===== config.mk =====
export PLATFORM = sky130hd
export DESIGN_NAME = icr_irq_clear
export DESIGN_NICKNAME = d
export VERILOG_FILES = /design/src/hw/icr_pkg.sv /design/src/hw/icr_clear_lane.sv /design/src/hw/icr_irq_clear.sv
export SDC_FILE = /design/constraint.sdc
export NUM_CORES = 1
export LEC_CHECK = 0
export BUFFER_PORTS_ARGS = -buffer_cell sky130_fd_sc_hd__buf_4
export CAP_MARGIN = 5
export CORE_MARGIN = 2
export CORE_UTILIZATION = 30
export DETAILED_ROUTE_END_ITERATION = 8
export GPL_TIMING_DRIVEN = 0
export HOLD_SLACK_MARGIN = 0.15
export PLACE_DENSITY = 0.62
export SYNTH_ARGS = -nofsm -noshare
export SYNTH_HDL_FRONTEND = slang
export SYNTH_HIERARCHICAL = 1
export SYNTH_SLANG_ARGS = --single-unit
export TNS_END_PERCENT = 20

===== constraint.sdc =====
create_clock -name clock -period 2.9 [get_ports clock]
set_clock_uncertainty 0.1 [all_clocks]
set_input_delay 0 -clock clock [delete_from_list [all_inputs] [get_ports clock]]
set_output_delay 0 -clock clock [all_outputs]
set_load 0.01 [all_outputs]

===== src/hw/icr_pkg.sv =====
// Constants for the interrupt clear block of the reference inputs and loops 0 and 1
package icr_pkg;

   // ---------------------------------------------------------------
   // Bus widths and register count
   // ---------------------------------------------------------------
   localparam int ICR_AW = 16;
   localparam int ICR_DW = 8;
   localparam int ICR_NREG = 8;

   // ---------------------------------------------------------------
   // Clearing register offsets (write only, read as zero)
   // ---------------------------------------------------------------
   localparam logic [15:0] REF_AB_CLR_OFS = 16'h0a07;
   localparam logic [15:0] REF_CD_CLR_OFS = 16'h0a08;
   localparam logic [15:0] L0_LOCK_CLR_OFS = 16'h0a09;
   localparam logic [15:0] L0_STATE_CLR_OFS = 16'h0a0a;
   localparam logic [15:0] L0_MISC_CLR_OFS = 16'h0a0b;
   localparam logic [15:0] L1_LOCK_CLR_OFS = 16'h0a0c;
   localparam logic [15:0] L1_STATE_CLR_OFS = 16'h0a0d;
   localparam logic [15:0] L1_MISC_CLR_OFS = 16'h0a0e;

   // ---------------------------------------------------------------
   // Pending flag images and activity registers (read side)
   // ---------------------------------------------------------------
   localparam logic [15:0] PEND_BASE_OFS = 16'h0c00;
   localparam logic [15:0] CLR_COUNT_OFS = 16'h0c10;
   localparam logic [15:0] CLR_LAST_OFS = 16'h0c11;

   // ---------------------------------------------------------------
   // Writable bit masks
   // ---------------------------------------------------------------
   localparam logic [7:0] REF_VALID_MASK = 8'h77;
   localparam logic [7:0] LOOP_VALID_MASK = 8'hff;

   // ---------------------------------------------------------------
   // Field positions shared by both reference registers
   // ---------------------------------------------------------------
   localparam int REF_LO_FAULT_BIT = 0;
   localparam int REF_LO_UNFAULT_BIT = 1;
   localparam int REF_LO_VALID_BIT = 2;
   localparam int REF_HI_FAULT_BIT = 4;
   localparam int REF_HI_UNFAULT_BIT = 5;
   localparam int REF_HI_VALID_BIT = 6;

   // ---------------------------------------------------------------
   // Reset values, count ceiling and no-write index
   // ---------------------------------------------------------------
   localparam logic [7:0] CLR_RST = 8'h00;
   localparam logic [7:0] PEND_RST = 8'h00;
   localparam logic [7:0] RD_RST = 8'h00;
   localparam logic [7:0] COUNT_RST = 8'h00;
   localparam logic [7:0] COUNT_MAX = 8'hff;
   localparam logic [3:0] LAST_RST = 4'h0;
   localparam logic [3:0] LAST_NONE = 4'hf;

endpackage


===== src/hw/icr_clear_lane.sv =====
// One clearing register with its mirrored pending flags
`timescale 1ns/10ps
module icr_clear_lane
   import icr_pkg::*;
#(
   parameter logic [7:0] VALID_MASK = 8'hff
) (
   // Clock and reset
   input wire logic clock,
   input wire logic sys_rst,
   // Write side
   input wire logic wrHit,
   input wire logic [7:0] wrData,
   // Event side
   input wire logic [7:0] evt,
   output logic [7:0] clrPulse,
   output logic [7:0] pend
);

   typedef struct packed {
      logic [7:0] clr;
      logic [7:0] pend;
   } icr_lane_t;

   icr_lane_t st_q;
   icr_lane_t st_d;
   logic [7:0] clrNow;

   // ---------------------------------------------------------------
   // Next state
   // ---------------------------------------------------------------
   always_comb begin
      clrNow = wrHit ? (wrData & VALID_MASK) : CLR_RST;
      st_d = st_q;
      st_d.clr = clrNow;
      st_d.pend = (st_q.pend & ~clrNow) | evt;
   end

   always_ff @(posedge clock) begin
      if (sys_rst) begin
         st_q <= {CLR_RST, PEND_RST};
      end else begin
         st_q <= st_d;
      end
   end

   assign clrPulse = st_q.clr;
   assign pend = st_q.pend;

endmodule


===== src/hw/icr_irq_clear.sv =====
// Interrupt clear registers for the reference inputs and digital loops 0 and 1
//
// Added by the designer: strobed register access.
`timescale 1ns/10ps

// Behaviour
// - Ref clear A: bits 0..2 clear input A fault, fault-removed, validated.
// - Ref clear A: bits 4..6 clear input B fault, fault-removed, validated.
// - Ref clear B: bits 0..2 clear input C fault, fault-removed, validated.
// - Ref clear B: bits 4..6 clear input D fault, fault-removed, validated.
// - Loop 0 lock: bits 7..4 clear freq unclamp, clamp, slew unlimit, slew limit.
// - Loop 0 lock: bits 3..0 clear freq lost, freq lock, phase lost, phase lock.
// - Loop 0 state: bits 7..5 clear switching, free-run, holdover flags.
// - Loop 0 state: bit 4 clears tuning history updated flag.
// - Loop 0 state: bits 3..0 clear input D, C, B, A activated.
// - Loop 0 misc: bit 7 clears large phase step flag.
// - Loop 0 misc: bits 6,5 clear demap unclamp/clamp, bit 4 distribution sync.
// - Loop 0 misc: bits 3..0 clear analog loop unlock, lock, cal end, cal start.
// - Loop 1 lock: bits 7..4 clear freq unclamp, clamp, slew unlimit, slew limit.
// - Loop 1 lock: bits 3..0 clear freq lost, freq lock, phase lost, phase lock.
// - Loop 1 state: bits 7..4 clear switching, free-run, holdover, history.
// - Loop 1 state: bits 3..0 clear input D, C, B, A activated.
// - Loop 1 misc: bit 7 phase step, bits 6,5 demap unclamp/clamp.
// - Bit 4 of each loop misc register clears distribution sync flag.
// - Loop 1 misc: bits 3..0 clear analog loop unlock, lock, cal end, cal start.
// - A one in a clearing bit resets the matching pending flag unless that flag's event arrives in the same cycle.
// - Clearing bits return to zero by themselves after one cycle.
// - Clearing bit positions mirror the pending flag positions one for one.
module icr_irq_clear
   import icr_pkg::*;
(
   // Clock and reset
   input wire logic clock,
   input wire logic sys_rst,
   // Register port
   input wire logic [15:0] regAddr,
   input wire logic [7:0] regWrData,
   input wire logic regWrStb,
   input wire logic regRdStb,
   output logic [7:0] regRdData,
   // Event pulses from the monitors
   input wire logic [7:0] refAbEvt,
   input wire logic [7:0] refCdEvt,
   input wire logic [7:0] loop0LockEvt,
   input wire logic [7:0] loop0StateEvt,
   input wire logic [7:0] loop0MiscEvt,
   input wire logic [7:0] loop1LockEvt,
   input wire logic [7:0] loop1StateEvt,
   input wire logic [7:0] loop1MiscEvt,
   // Clear pulses toward the monitor bank
   output logic [7:0] refAbClr,
   output logic [7:0] refCdClr,
   output logic [7:0] loop0LockClr,
   output logic [7:0] loop0StateClr,
   output logic [7:0] loop0MiscClr,
   output logic [7:0] loop1LockClr,
   output logic [7:0] loop1StateClr,
   output logic [7:0] loop1MiscClr,
   // Pending flag images
   output logic [7:0] refAbPend,
   output logic [7:0] refCdPend,
   output logic [7:0] loop0LockPend,
   output logic [7:0] loop0StatePend,
   output logic [7:0] loop0MiscPend,
   output logic [7:0] loop1LockPend,
   output logic [7:0] loop1StatePend,
   output logic [7:0] loop1MiscPend,
   // Summary
   output logic anyPend
);

   typedef struct packed {
      logic [7:0] rdData;
      logic anyPend;
      logic [7:0] clrCount;
      logic [3:0] lastClr;
   } icr_top_t;

   icr_top_t st_q;
   icr_top_t st_d;

   logic hitRefAb;
   logic hitRefCd;
   logic hitL0Lock;
   logic hitL0State;
   logic hitL0Misc;
   logic hitL1Lock;
   logic hitL1State;
   logic hitL1Misc;
   logic hitAny;
   logic [3:0] hitIdx;
   logic [7:0] pendNow;

   // ---------------------------------------------------------------
   // Write decode
   // ---------------------------------------------------------------
   assign hitRefAb = regWrStb && (regAddr == REF_AB_CLR_OFS);
   assign hitRefCd = regWrStb && (regAddr == REF_CD_CLR_OFS);
   assign hitL0Lock = regWrStb && (regAddr == L0_LOCK_CLR_OFS);
   assign hitL0State = regWrStb && (regAddr == L0_STATE_CLR_OFS);
   assign hitL0Misc = regWrStb && (regAddr == L0_MISC_CLR_OFS);
   assign hitL1Lock = regWrStb && (regAddr == L1_LOCK_CLR_OFS);
   assign hitL1State = regWrStb && (regAddr == L1_STATE_CLR_OFS);
   assign hitL1Misc = regWrStb && (regAddr == L1_MISC_CLR_OFS);

   assign hitAny = hitRefAb | hitRefCd | hitL0Lock | hitL0State | hitL0Misc
                 | hitL1Lock | hitL1State | hitL1Misc;

   // Register index of the write, used by the activity record
   always_comb begin
      hitIdx = LAST_NONE;
      if (hitRefAb) begin
         hitIdx = 4'h0;
      end else if (hitRefCd) begin
         hitIdx = 4'h1;
      end else if (hitL0Lock) begin
         hitIdx = 4'h2;
      end else if (hitL0State) begin
         hitIdx = 4'h3;
      end else if (hitL0Misc) begin
         hitIdx = 4'h4;
      end else if (hitL1Lock) begin
         hitIdx = 4'h5;
      end else if (hitL1State) begin
         hitIdx = 4'h6;
      end else if (hitL1Misc) begin
         hitIdx = 4'h7;
      end
   end

   // ---------------------------------------------------------------
   // Reference input lanes (bits 3 and 7 reserved)
   // ---------------------------------------------------------------
   icr_clear_lane #(
      .VALID_MASK(REF_VALID_MASK)
   ) u_ref_ab (
      .clock(clock),
      .sys_rst(sys_rst),
      .wrHit(hitRefAb),
      .wrData(regWrData),
      .evt(refAbEvt),
      .clrPulse(refAbClr),
      .pend(refAbPend)
   );

   icr_clear_lane #(
      .VALID_MASK(REF_VALID_MASK)
   ) u_ref_cd (
      .clock(clock),
      .sys_rst(sys_rst),
      .wrHit(hitRefCd),
      .wrData(regWrData),
      .evt(refCdEvt),
      .clrPulse(refCdClr),
      .pend(refCdPend)
   );

   // ---------------------------------------------------------------
   // Digital loop 0 lanes
   // ---------------------------------------------------------------
   icr_clear_lane #(
      .VALID_MASK(LOOP_VALID_MASK)
   ) u_l0_lock (
      .clock(clock),
      .sys_rst(sys_rst),
      .wrHit(hitL0Lock),
      .wrData(regWrData),
      .evt(loop0LockEvt),
      .clrPulse(loop0LockClr),
      .pend(loop0LockPend)
   );

   icr_clear_lane #(
      .VALID_MASK(LOOP_VALID_MASK)
   ) u_l0_state (
      .clock(clock),
      .sys_rst(sys_rst),
      .wrHit(hitL0State),
      .wrData(regWrData),
      .evt(loop0StateEvt),
      .clrPulse(loop0StateClr),
      .pend(loop0StatePend)
   );

   icr_clear_lane #(
      .VALID_MASK(LOOP_VALID_MASK)
   ) u_l0_misc (
      .clock(clock),
      .sys_rst(sys_rst),
      .wrHit(hitL0Misc),
      .wrData(regWrData),
      .evt(loop0MiscEvt),
      .clrPulse(loop0MiscClr),
      .pend(loop0MiscPend)
   );

   // ---------------------------------------------------------------
   // Digital loop 1 lanes
   // ---------------------------------------------------------------
   icr_clear_lane #(
      .VALID_MASK(LOOP_VALID_MASK)
   ) u_l1_lock (
      .clock(clock),
      .sys_rst(sys_rst),
      .wrHit(hitL1Lock),
      .wrData(regWrData),
      .evt(loop1LockEvt),
      .clrPulse(loop1LockClr),
      .pend(loop1LockPend)
   );

   icr_clear_lane #(
      .VALID_MASK(LOOP_VALID_MASK)
   ) u_l1_state (
      .clock(clock),
      .sys_rst(sys_rst),
      .wrHit(hitL1State),
      .wrData(regWrData),
      .evt(loop1StateEvt),
      .clrPulse(loop1StateClr),
      .pend(loop1StatePend)
   );

   icr_clear_lane #(
      .VALID_MASK(LOOP_VALID_MASK)
   ) u_l1_misc (
      .clock(clock),
      .sys_rst(sys_rst),
      .wrHit(hitL1Misc),
      .wrData(regWrData),
      .evt(loop1MiscEvt),
      .clrPulse(loop1MiscClr),
      .pend(loop1MiscPend)
   );

   assign pendNow = {|refAbPend, |refCdPend, |loop0LockPend, |loop0StatePend,
                     |loop0MiscPend, |loop1LockPend, |loop1StatePend, |loop1MiscPend};

   // ---------------------------------------------------------------
   // Read mux, activity record and summary
   // ---------------------------------------------------------------
   always_comb begin
      st_d = st_q;
      st_d.rdData = RD_RST;
      st_d.anyPend = |pendNow;
      if (regRdStb) begin
         // Clearing registers fall to the default and read as zero
         case (regAddr)
            PEND_BASE_OFS: begin
               st_d.rdData = refAbPend;
            end
            PEND_BASE_OFS + 16'h0001: begin
               st_d.rdData = refCdPend;
            end
            PEND_BASE_OFS + 16'h0002: begin
               st_d.rdData = loop0LockPend;
            end
            PEND_BASE_OFS + 16'h0003: begin
               st_d.rdData = loop0StatePend;
            end
            PEND_BASE_OFS + 16'h0004: begin
               st_d.rdData = loop0MiscPend;
            end
            PEND_BASE_OFS + 16'h0005: begin
               st_d.rdData = loop1LockPend;
            end
            PEND_BASE_OFS + 16'h0006: begin
               st_d.rdData = loop1StatePend;
            end
            PEND_BASE_OFS + 16'h0007: begin
               st_d.rdData = loop1MiscPend;
            end
            CLR_COUNT_OFS: begin
               st_d.rdData = st_q.clrCount;
            end
            CLR_LAST_OFS: begin
               st_d.rdData = {4'h0, st_q.lastClr};
            end
            default: begin
               st_d.rdData = RD_RST;
            end
         endcase
      end
      if (regWrStb && (regAddr == CLR_COUNT_OFS)) begin
         st_d.clrCount = COUNT_RST;
      end else if (hitAny && (st_q.clrCount != COUNT_MAX)) begin
         st_d.clrCount = st_q.clrCount + 8'h01;
      end
      if (hitAny) begin
         st_d.lastClr = hitIdx;
      end
   end

   always_ff @(posedge clock) begin
      if (sys_rst) begin
         st_q <= {RD_RST, 1'b0, COUNT_RST, LAST_RST};
      end else begin
         st_q <= st_d;
      end
   end

   assign regRdData = st_q.rdData;
   assign anyPend = st_q.anyPend;

endmodule


==> impl_metrics.tcl, run 1 <==
set metrics [dict create \
    hpwl_um 17510 \
    cp.required_ns 3.11 \
    htreeDepth 4 \
    period_share_pct 99.71 \
    viasPerCell 4.962 \
    first_global_vias 5986 \
    arrival_ns 3.10 \
    vias 6272 \
    fmax_mhz 345.8 \
    finalCriticalPeriod_ns 2.892 \
    syn_area_per_cell_um2 9.750 \
    die_height_um 148.3 \
    fillers 1939 \
    outcome "finished, final reports clean" \
    synth_edf_count 0 \
    clkSlewWorstSetupHoldPaths_ns 0.06 \
    postSynth.asyncResetShare_pct 0 \
    cts_root_buf "clkbuf_16" \
    cap_viol_max_count 0 \
    grt_max_degree 60 \
    rsz0062_at_grt "true" \
    grt_pass1_wl_um 36200 \
    diodes 0 \
    drc 0 \
    wl_um 24660 \
    top_register "st_q" \
    total_power_uw 4934 \
    drive_above_1_share_pct 37.53 \
    io_buffer_count 222 \
    end_kind "flip-flop" \
    tns_ns 0 \
    final_cell_mix "buf_4, dfxtp_1, dlygate4sd3_1" \
    layout_commonest_cell "buf_4" \
    grt.overflow.total 0 \
    clkLatencyLatePin_ns 0.42 \
    p_leak_uw 0.004093 \
    setup_viol 0 \
    slew_viol_final 0 \
    critPathKind "input port to flip-flop" \
    ios 229 \
    ys_ff_latch 145 \
    wl_per_cell_um 19.51 \
    postSynthCellCount 641 \
    yosys_warnings 6 \
    first_pass_iters 6 \
    coreArea_um2 20360 \
    synth_top_area_share_pct 46.45 \
    die_w_um 148.3 \
    worstPathMaxFanout 10 \
    peakVddDrop_mv 0.3387 \
    nets 1074 \
    initialDrtViolationCount 381 \
    start_kind "input port" \
    numCtsBuffers 17 \
    cts_tree "yes" \
    largest_register_ffs 12 \
    syn2layout_area_growth_pct 57.18 \
    synthTopCellsByArea "dfxtp_1, o21ba_2, nor2_1, a21boi_0, nand2_1" \
    cts_sinks 145 \
    die_area_um2 22000 \
    synth_cell_types 57 \
    grt_usage_pct 21.90 \
    ys_seq_area_share_pct 46.45 \
    hold_viol 0 \
    start_util_pct 30.69 \
    clock_path_buffers 2 \
    hold_path_class "input port to flip-flop" \
    synth_ff_type "dfxtp_1" \
    ant_nets 0 \
    syn_area_um2 6250 \
    tightest_slew_ns 0.8242 \
    ff2ff_setup_slack_ns 0.68 \
    antenna_found_initial 0 \
    yosysTopAreaCell "dfxtp_1" \
    power_density_nw_per_um2 502.3 \
    gp_congestion 0.9307 \
    slew_headroom_pct 44.59 \
    floorplan.rows 52 \
]
[critical path, stage by stage]
cell and delay, ns:
buf_4 0.14, or4_4 0.51, buf_6 0.15, or4_1 0.50, buf_2 0.17, buf_6 0.14
nor3_1 0.44, buf_6 0.26, a21boi_2 0.07, o21ba_1 0.16, dlygate4sd3_1 0.54
[metrics by stage]
stage / hold WS, ns / instances / area [um^2] / setup WS [ns] / util [%]
after floorplan: -0.02762 / 643 / 6257 / 0.2912 / -
after global placement: 0.1115 / 1135 / 8262 / -0.7077 / 40.57
after detailed placement: 0.1167 / 1135 / 8262 / -0.7495 / 40.57
after CTS: 0.1678 / 1263 / 9796 / 0.0008902 / 48.10
after global routing: 0.2063 / 1264 / 9823 / -0.07187 / 48.24
final: 0.1970 / 1264 / 9823 / 0.008447 / 48.24
[routing by layer]
metal	GRT usage [%]	up-vias	share of wire [%]
li1	-	2999	-
met1	29.82	2975	46
met2	34.77	264	45
met3	4.755	34	6.5
met4	6.810	0	2.0
met5	0	-	0
[power breakdown]
| group | switching [uW] | internal, uW |
|---|---|---|
| clock network | 884 | 1240 |
| registers | 108 | 2060 |
| logic | 272 | 374 |
[what timing repair did]
item / CTS / global route
hold buffers: 96 / 0
hold endpoints to repair: 135 / 0
setup endpoints to repair: 17 / 31
resized for setup: 2 / 5
buffers inserted: 0 / 0
[layout make-up]
cell class              count  area [um^2]  area share, %
multi-input cells         448         3053          31.08
flip-flops and latches    145         2903          29.55
well taps                 270        337.8          3.439
plain buffers              46        316.6          3.223
inverters                   4        15.01         0.1528
clock buffers              23        467.9          4.764
clock inverters             9        97.59         0.9935
repair buffers            319         2633          26.80
[cells in the mapped netlist, types with 5 or more instances]
cell type  instances
dfxtp_1          145
nor2_1            81
nand2_1           68
a21boi_0          40
o21ba_2           40
nor4_1            27
a21boi_2          20
o21ba_1           20
a22oi_1           16
clkbuf_1          13
buf_4             12
buf_6             12
a21oi_1           10
mux2_2            10
nand3_1            9
or4_1              8
a22o_1             7
buf_2              7
a31oi_1            6
nor3_1             6
o31ai_1            6
nand2b_1           5
nand4_1            5
[logic make-up after synthesis]
group	share of synthesized area [%]
and+or+nand+nor	18.52
AOI/OAI and AO/OA	26.49
DFF	46.45
buffers and inverters	5.305
muxes	2.643
other	0.1202
xor gates and xnor gates	0.2803
adders and majority gates	0.2002
[final timing paths]
path / from / end / depth (start not counted)
max: regAddr[4] / u_ref_ab/pend[5]$_SDFF_PP0_ / 11
min: regAddr[6] / regRdData[0]$_SDFF_PP0_ / 6
min reg2reg: st_q[3]$_SDFFE_PP0P_ / st_q[3]$_SDFFE_PP0P_ / 1
max reg2reg: st_q[4]$_SDFFE_PP0P_ / st_q[11]$_SDFFE_PP0P_ / 5
(Power assumes the default switching activity.)
==> inputs of run 2 (changes only) <==
--- a/config.mk
+++ b/config.mk
@@ -10,7 +10,6 @@
 export CORE_MARGIN = 2
 export CORE_UTILIZATION = 30
 export DETAILED_ROUTE_END_ITERATION = 8
-export GPL_TIMING_DRIVEN = 0
 export HOLD_SLACK_MARGIN = 0.15
 export PLACE_DENSITY = 0.62
 export SYNTH_ARGS = -nofsm -noshare
==> constraint.sdc (replaced) <==
create_clock -name clock -period 3.6 [get_ports clock]
set_clock_uncertainty 0.1 [all_clocks]
set_input_delay 0 -clock clock [delete_from_list [all_inputs] [get_ports clock]]
set_output_delay 0 -clock clock [all_outputs]
set_load 0.01 [all_outputs]
==> run 2 against run 1 <==
Against the previous run: register-to-register slack better by 0.64 ns; sequential share of layout area down 1.1 points; combinational power shrank 10%; via count increased by 2.4%; final cell count rose by 2.2%; routed wire length grew 2.0%; worst hold slack improved by 0.036 ns; clock power is 18% lower; clock-buffer cell count shrank 3; critical path depth is 1 higher; global-route usage increased by 0.74 points; critical endpoint is now u_l1_state/pend[6]$_SDFF_PP0_.
==> impl_metrics.tcl, run 2 (synthesis gave the netlist of run 1 again) <==
set metrics [dict create \
    drc 0 \
    outcome "finished, final reports clean" \
    critPathKind "input port to flip-flop" \
    ios 229 \
    coreArea_um2 20360 \
    cp.required_ns 3.81 \
    nets 1103 \
    grt_pass1_wl_um 37900 \
    clkLatencyLatePin_ns 0.43 \
    arrival_ns 3.78 \
    worst-r2r-cell-count 5 \
    htreeDepth 4 \
    wl_um 25140 \
    hold_start "refCdEvt[7]" \
    first_global_vias 6337 \
    peakVddDrop_mv 0.3135 \
    r2r_start "st_q[6]$_SDFFE_PP0P_" \
    ff2ff_setup_slack_ns 1.32 \
    crit_path_top_delay_cell "nor2_1" \
    start_util_pct 30.69 \
    hold_viol 0 \
    critPathTopFamily "buffers and inverters" \
    viasPerCell 4.973 \
    floorplan.rows 52 \
    critPathBufInv 6 \
    stdcell_count 1292 \
    initialDrtViolationCount 409 \
    cap_viol_max_count 0 \
    grtUsageMet1_pct 30.01 \
    power_frac_seq_pct 42.9 \
    vias 6425 \
    cp_cell_sequence "dlygate4sd3_1 -> buf_4 -> or2_2 -> dlygate4sd3_1 -> nor4_2 -> buf_4 -> nand3_1 -> nor2_1 -> buf_4 -> a21boi_2 -> o21ba_1 -> dlygate4sd3_1" \
    worstPathMaxFanout 10 \
    post_cts_buffers 0 \
    pwr-share-comb_pct 14.2 \
    cts_tree "yes" \
    cts_root_buf "clkbuf_16" \
    slew_headroom_pct 36.73 \
    io_buffer_count 224 \
    clock_path_buffers 2 \
    slew_viol_final 0 \
    tightest_slew_ns 0.9422 \
    die_area_um2 22000 \
    reg2reg_to "regRdData[2]$_SDFF_PP0_" \
    ant_nets 0 \
    gr-max-usage-layer "met2" \
    numCtsBuffers 17 \
    die_w_um 148.3 \
    grt_usage_pct 22.64 \
    finalCriticalPeriod_ns 3.573 \
    hold_path_class "input port to flip-flop" \
    wl_per_cell_um 19.46 \
    largest_register_ffs 12 \
    swShare_pct 25.43 \
    clkSlewWorstSetupHoldPaths_ns 0.06 \
    rsz0062_at_grt "true" \
    p_int_uw 3030 \
    antenna_found_initial 0 \
    setup_viol 0 \
    timing.final.ws_setup_ns 0.02664 \
    grt.overflow.total 0 \
    gp_congestion 0.8922 \
    final_cell_mix "buf_4, dlygate4sd3_1, dfxtp_1" \
    top_register "st_q" \
    hpwl_um 16960 \
    start_kind "input port" \
    syn2layout_area_growth_pct 63.42 \
    cts_sinks 145 \
    die_height_um 148.3 \
    p_leak_uw 0.004307 \
    end_kind "flip-flop" \
    slowest_delay_ns 0.61 \
    dpl.cell_count 1104 \
    diodes 0 \
    net-switching-power_uw 1033 \
    holdPathStages 4 \
    min_to "u_ref_cd/pend[7]$_SDFF_PP0_" \
    fmax_mhz 279.8 \
    drive_above_1_share_pct 34.54 \
    use_met3_pct 5.307 \
    clockPowerShare_pct 42.8 \
    power_density_nw_per_um2 397.8 \
    first_pass_iters 5 \
    layout_commonest_cell "buf_4" \
    grtUsageMet2_pct 36.50 \
    pre_cts_slack_ns 0.6097 \
    period_share_pct 99.26 \
    grt_max_degree 90 \
]
[run 2: what timing repair did]
item | CTS | global route
setup endpoints to repair | 0 | 6
resized for setup | 0 | 1
endpoints found under the hold margin | 140 | 0
hold buffers | 157 | 0
[run 2: final cells by class]
class                   instances  area (um^2)
flip-flops and latches        145         2903
multi-input cells             448         3040
inverters                       4        15.01
fillers                      1914        10150
well taps                     270        337.8
clock inverters                11        130.1
clock buffers                  20        436.7
repair buffers                394         3351
[run 2: worst reg2reg max path, stage by stage (launching register included)]
cell and delay [ns]:
dfxtp_1 0.38, mux2_2 0.29, a22oi_1 0.14, dlygate4sd3_1 0.57, a31oi_1 0.08, dlygate4sd3_1 0.59
[run 2: through the flow]
| step | setup TNS (ns) | instance area, um^2 | util (%) | power, uW | hold WS [ns] |
|---|---|---|---|---|---|
| floorplan | 0 | 6257 | - | 1933 | -0.02762 |
| global placement | 0 | 8073 | 39.64 | 2197 | 0.1097 |
| detailed placement | 0 | 8073 | 39.64 | 2200 | 0.1157 |
| CTS | 0 | 10210 | 50.14 | 4078 | 0.2139 |
| global route | -0.1553 | 10210 | 50.15 | 4211 | 0.2304 |
| finish | 0 | 10210 | 50.15 | 4063 | 0.2327 |
[run 2: metal layers]
metal | vias up | routed length [um] | share of wire, %
li1 | 3053 | - | -
met1 | 3058 | 11250 | 45
met2 | 284 | 11630 | 46
met3 | 30 | 1670 | 6.6
met4 | 0 | 581 | 2.3
met5 | - | 0 | 0
[run 2: worst max-delay path by stage]
stage | startpoint | to | slack [ns] | cells after the start
3_5_place_dp | regAddr[8] | u_l0_misc/pend[6]$_SDFF_PP0_ | 0.61 | 8
3_3_place_gp | regAddr[8] | u_l0_misc/pend[5]$_SDFF_PP0_ | 0.64 | 8
2_1_floorplan | regAddr[5] | u_l0_lock/pend[5]$_SDFF_PP0_ | 0.99 | 10
5_1_grt | regAddr[14] | u_l1_lock/pend[6]$_SDFF_PP0_ | -0.06 | 12
6_report | regAddr[14] | u_l1_state/pend[6]$_SDFF_PP0_ | 0.03 | 12
4_1_cts | regAddr[14] | u_l1_lock/pend[6]$_SDFF_PP0_ | 0.06 | 12
[run 2: power groups by stage]
stage | combinational, uW | clock (uW) | sequential, uW
2_1_floorplan | 176 | 0 | 1760
3_3_place_gp | 419 | 0 | 1780
3_5_place_dp | 423 | 0 | 1780
4_1_cts | 568 | 1770 | 1740
5_1_grt | 616 | 1850 | 1750
6_report | 578 | 1740 | 1740
==> inputs of run 3 (changes only) <==
--- a/config.mk
+++ b/config.mk
@@ -5,6 +5,7 @@
 export SDC_FILE = /design/constraint.sdc
 export NUM_CORES = 1
 export LEC_CHECK = 0
+export ABC_AREA = 1
 export BUFFER_PORTS_ARGS = -buffer_cell sky130_fd_sc_hd__buf_4
 export CAP_MARGIN = 5
 export CORE_MARGIN = 2
==> run 3 against run 2 <==
Against the previous run: worst setup slack improved by 1.1 ns; sequential power barely moved; routed wire length fell by 4.8%; non-clock buffer count fell by 26; power rose by 2.4%; sequential share of layout area barely moved; via count rose by 5.2%; combinational power fell by 11%; final cell count rose by 15%.
==> impl_metrics.tcl, run 3 <==
set metrics [dict create \
    outcome "finished, final reports clean" \
    synthTopCellsByArea "dfxtp_1, nand2_1, nor2_1, inv_1, a21oi_2" \
    finalCriticalPeriod_ns 2.448 \
    htreeDepth 4 \
    largest_register_ffs 12 \
    place_area_um2 8150 \
    viasPerCell 4.545 \
    final-seq-area_um2 2903 \
    fmax_mhz 408.4 \
    grt_usage_pct 20.71 \
    cp-endpoint "u_l0_misc/pend[5]$_SDFF_PP0_" \
    ys_seq_area_share_pct 44.86 \
    wl_per_cell_um 16.09 \
    ant_nets 0 \
    yosysTopAreaCell "dfxtp_1" \
    coreArea_um2 21090 \
    grt.overflow.total 0 \
    grt_pass1_wl_um 35320 \
    hpwl_um 17300 \
    initialDrtViolationCount 535 \
    die_w_um 150.9 \
    rsz0062_at_grt "false" \
    top_register "st_q" \
    arrival_ns 2.66 \
    start_util_pct 30.69 \
    layout_commonest_cell "buf_4" \
    ys_ff_latch 145 \
    r2r_start "st_q[5]$_SDFFE_PP0P_" \
    worstPathMaxFanout 8 \
    tightest_slew_ns 0.8964 \
    cts-resized-gates 0 \
    clkLatencyLatePin_ns 0.43 \
    synth_cell_types 30 \
    postSynth.asyncResetShare_pct 0 \
    antenna_found_initial 0 \
    end_kind "flip-flop" \
    synth_edf_count 0 \
    wl_um 23930 \
    vias 6758 \
    nets 1292 \
    clock_path_buffers 2 \
    syn_area_per_cell_um2 7.640 \
    tns_ns 0 \
    drive_above_1_share_pct 30.61 \
    die_height_um 150.9 \
    gp_congestion 0.9432 \
    grt_max_degree 67 \
    synth_ff_type "dfxtp_1" \
    cp.required_ns 3.81 \
    multi_input_area_um2 2751 \
    final_cell_mix "buf_4, nand2_1, dfxtp_1" \
    fillers 2079 \
    worst-r2r-cell-count 8 \
    ff2ff_setup_slack_ns 1.62 \
    io_buffer_count 224 \
    hold_path_class "input port to flip-flop" \
    postSynthCellCount 847 \
    syn2layout_area_growth_pct 57.85 \
    critPathKind "input port to flip-flop" \
    synth_top_area_share_pct 44.86 \
    drc 0 \
    post_cts_buffers 0 \
    reg2reg_to "st_q[5]$_SDFFE_PP0P_" \
    first_global_vias 6486 \
    synth_common_cells "nand2_1, dfxtp_1, nor2_1" \
    diodes 0 \
    cts_tree "yes" \
    yosys_warnings 6 \
    numCtsBuffers 17 \
    final_area_um2 10210 \
    floorplan.rows 53 \
    peakVddDrop_mv 0.2815 \
    worstSetupStartpoint "regAddr[5]" \
    hold_viol 0 \
    syn_area_um2 6471 \
    ios 229 \
    clkSlewWorstSetupHoldPaths_ns 0.06 \
    cts_root_buf "clkbuf_16" \
    slew_viol_final 0 \
    die_area_um2 22760 \
    setup_viol 0 \
    period_share_pct 68.01 \
    slew_headroom_pct 40.24 \
    cts_sinks 145 \
    first_pass_iters 5 \
    cap_viol_max_count 0 \
    power_density_nw_per_um2 407.3 \
    synth_most_common_cell "nand2_1" \
    p_leak_uw 0.004933 \
    start_kind "input port" \
]
## run 3: layer usage
layer / up-vias / share of wire, % / track usage [%]
met5: - / 0 / 0
met1: 3133 / 44 / 26.28
li1: 3339 / - / -
met4: 0 / 2.6 / 7.103
met2: 237 / 48 / 35.52
met3: 49 / 5.4 / 3.554
## run 3: area by class of cell
cell class,instances,area share [%]
tap,275,3.368
multi-input combinational,547,26.94
inverter,120,4.410
clock inverter,8,1.482
clock buffer,24,4.716
timing repair buffer,368,30.67
sequential,145,28.42
## run 3: how the worst min path moves through the flow
stage	cells past startpoint	start	endpoint
after floorplan	1	sys_rst	anyPend$_SDFF_PP0_
after global placement	3	refAbEvt[7]	u_ref_ab/pend[7]$_SDFF_PP0_
after detailed placement	3	refAbEvt[7]	u_ref_ab/pend[7]$_SDFF_PP0_
after CTS	7	regAddr[1]	st_q[2]$_SDFFE_PP0P_
after global routing	7	regAddr[2]	u_ref_ab/clrPulse[2]$_SDFF_PP0_
final	8	regAddr[1]	st_q[3]$_SDFFE_PP0P_
## run 3: repair_timing
action                     CTS  global route
hold endpoints to repair   142             0
hold buffers               143             0
setup endpoints to repair    0             0
## run 3: kinds of logic after synthesis
| logic type | synth area share, % |
|---|---|
| AND/OR/NAND/NOR | 32.50 |
| flip-flops | 44.86 |
| AO/OA/AOI/OAI | 9.590 |
| buffers and inverters | 12.74 |
| adder cells (fa/ha/maj) | 0.1933 |
| other | 0.1161 |
## run 3: critical path, cell delays in order
cell and delay, ns:
dlygate4sd3_1 0.53, buf_4 0.13, nor2_1 0.12, nand2_2 0.13, nor2_1 0.24, nand3_1 0.24
inv_1 0.42, nand2_2 0.11, nand2_1 0.10, a21oi_2 0.05, dlygate4sd3_1 0.56
## run 3: through the flow
stage | std cells | worst slack [ns] | total power, uW | hold WS (ns) | util, %
finish | 1487 | 1.152 | 4161 | 0.1671 | 48.44
global route | 1487 | 0.9736 | 4293 | 0.2148 | 48.44
CTS | 1487 | 1.216 | 4174 | 0.1527 | 48.44
detailed placement | 1312 | 1.635 | 2139 | 0.1134 | 38.65
global placement | 1312 | 1.699 | 2135 | 0.1106 | 38.65
floorplan | 849 | 2.014 | 1910 | -0.03093 | -
## run 3: power breakdown
part	leakage (uW)	switching, uW	internal [uW]	total, uW
Sequential	0.00119	76.4	1660	1730
Combinational	0.00343	226	290	515
Clock	0.000309	693	1220	1910
Total	0.00493	995	3170	4160
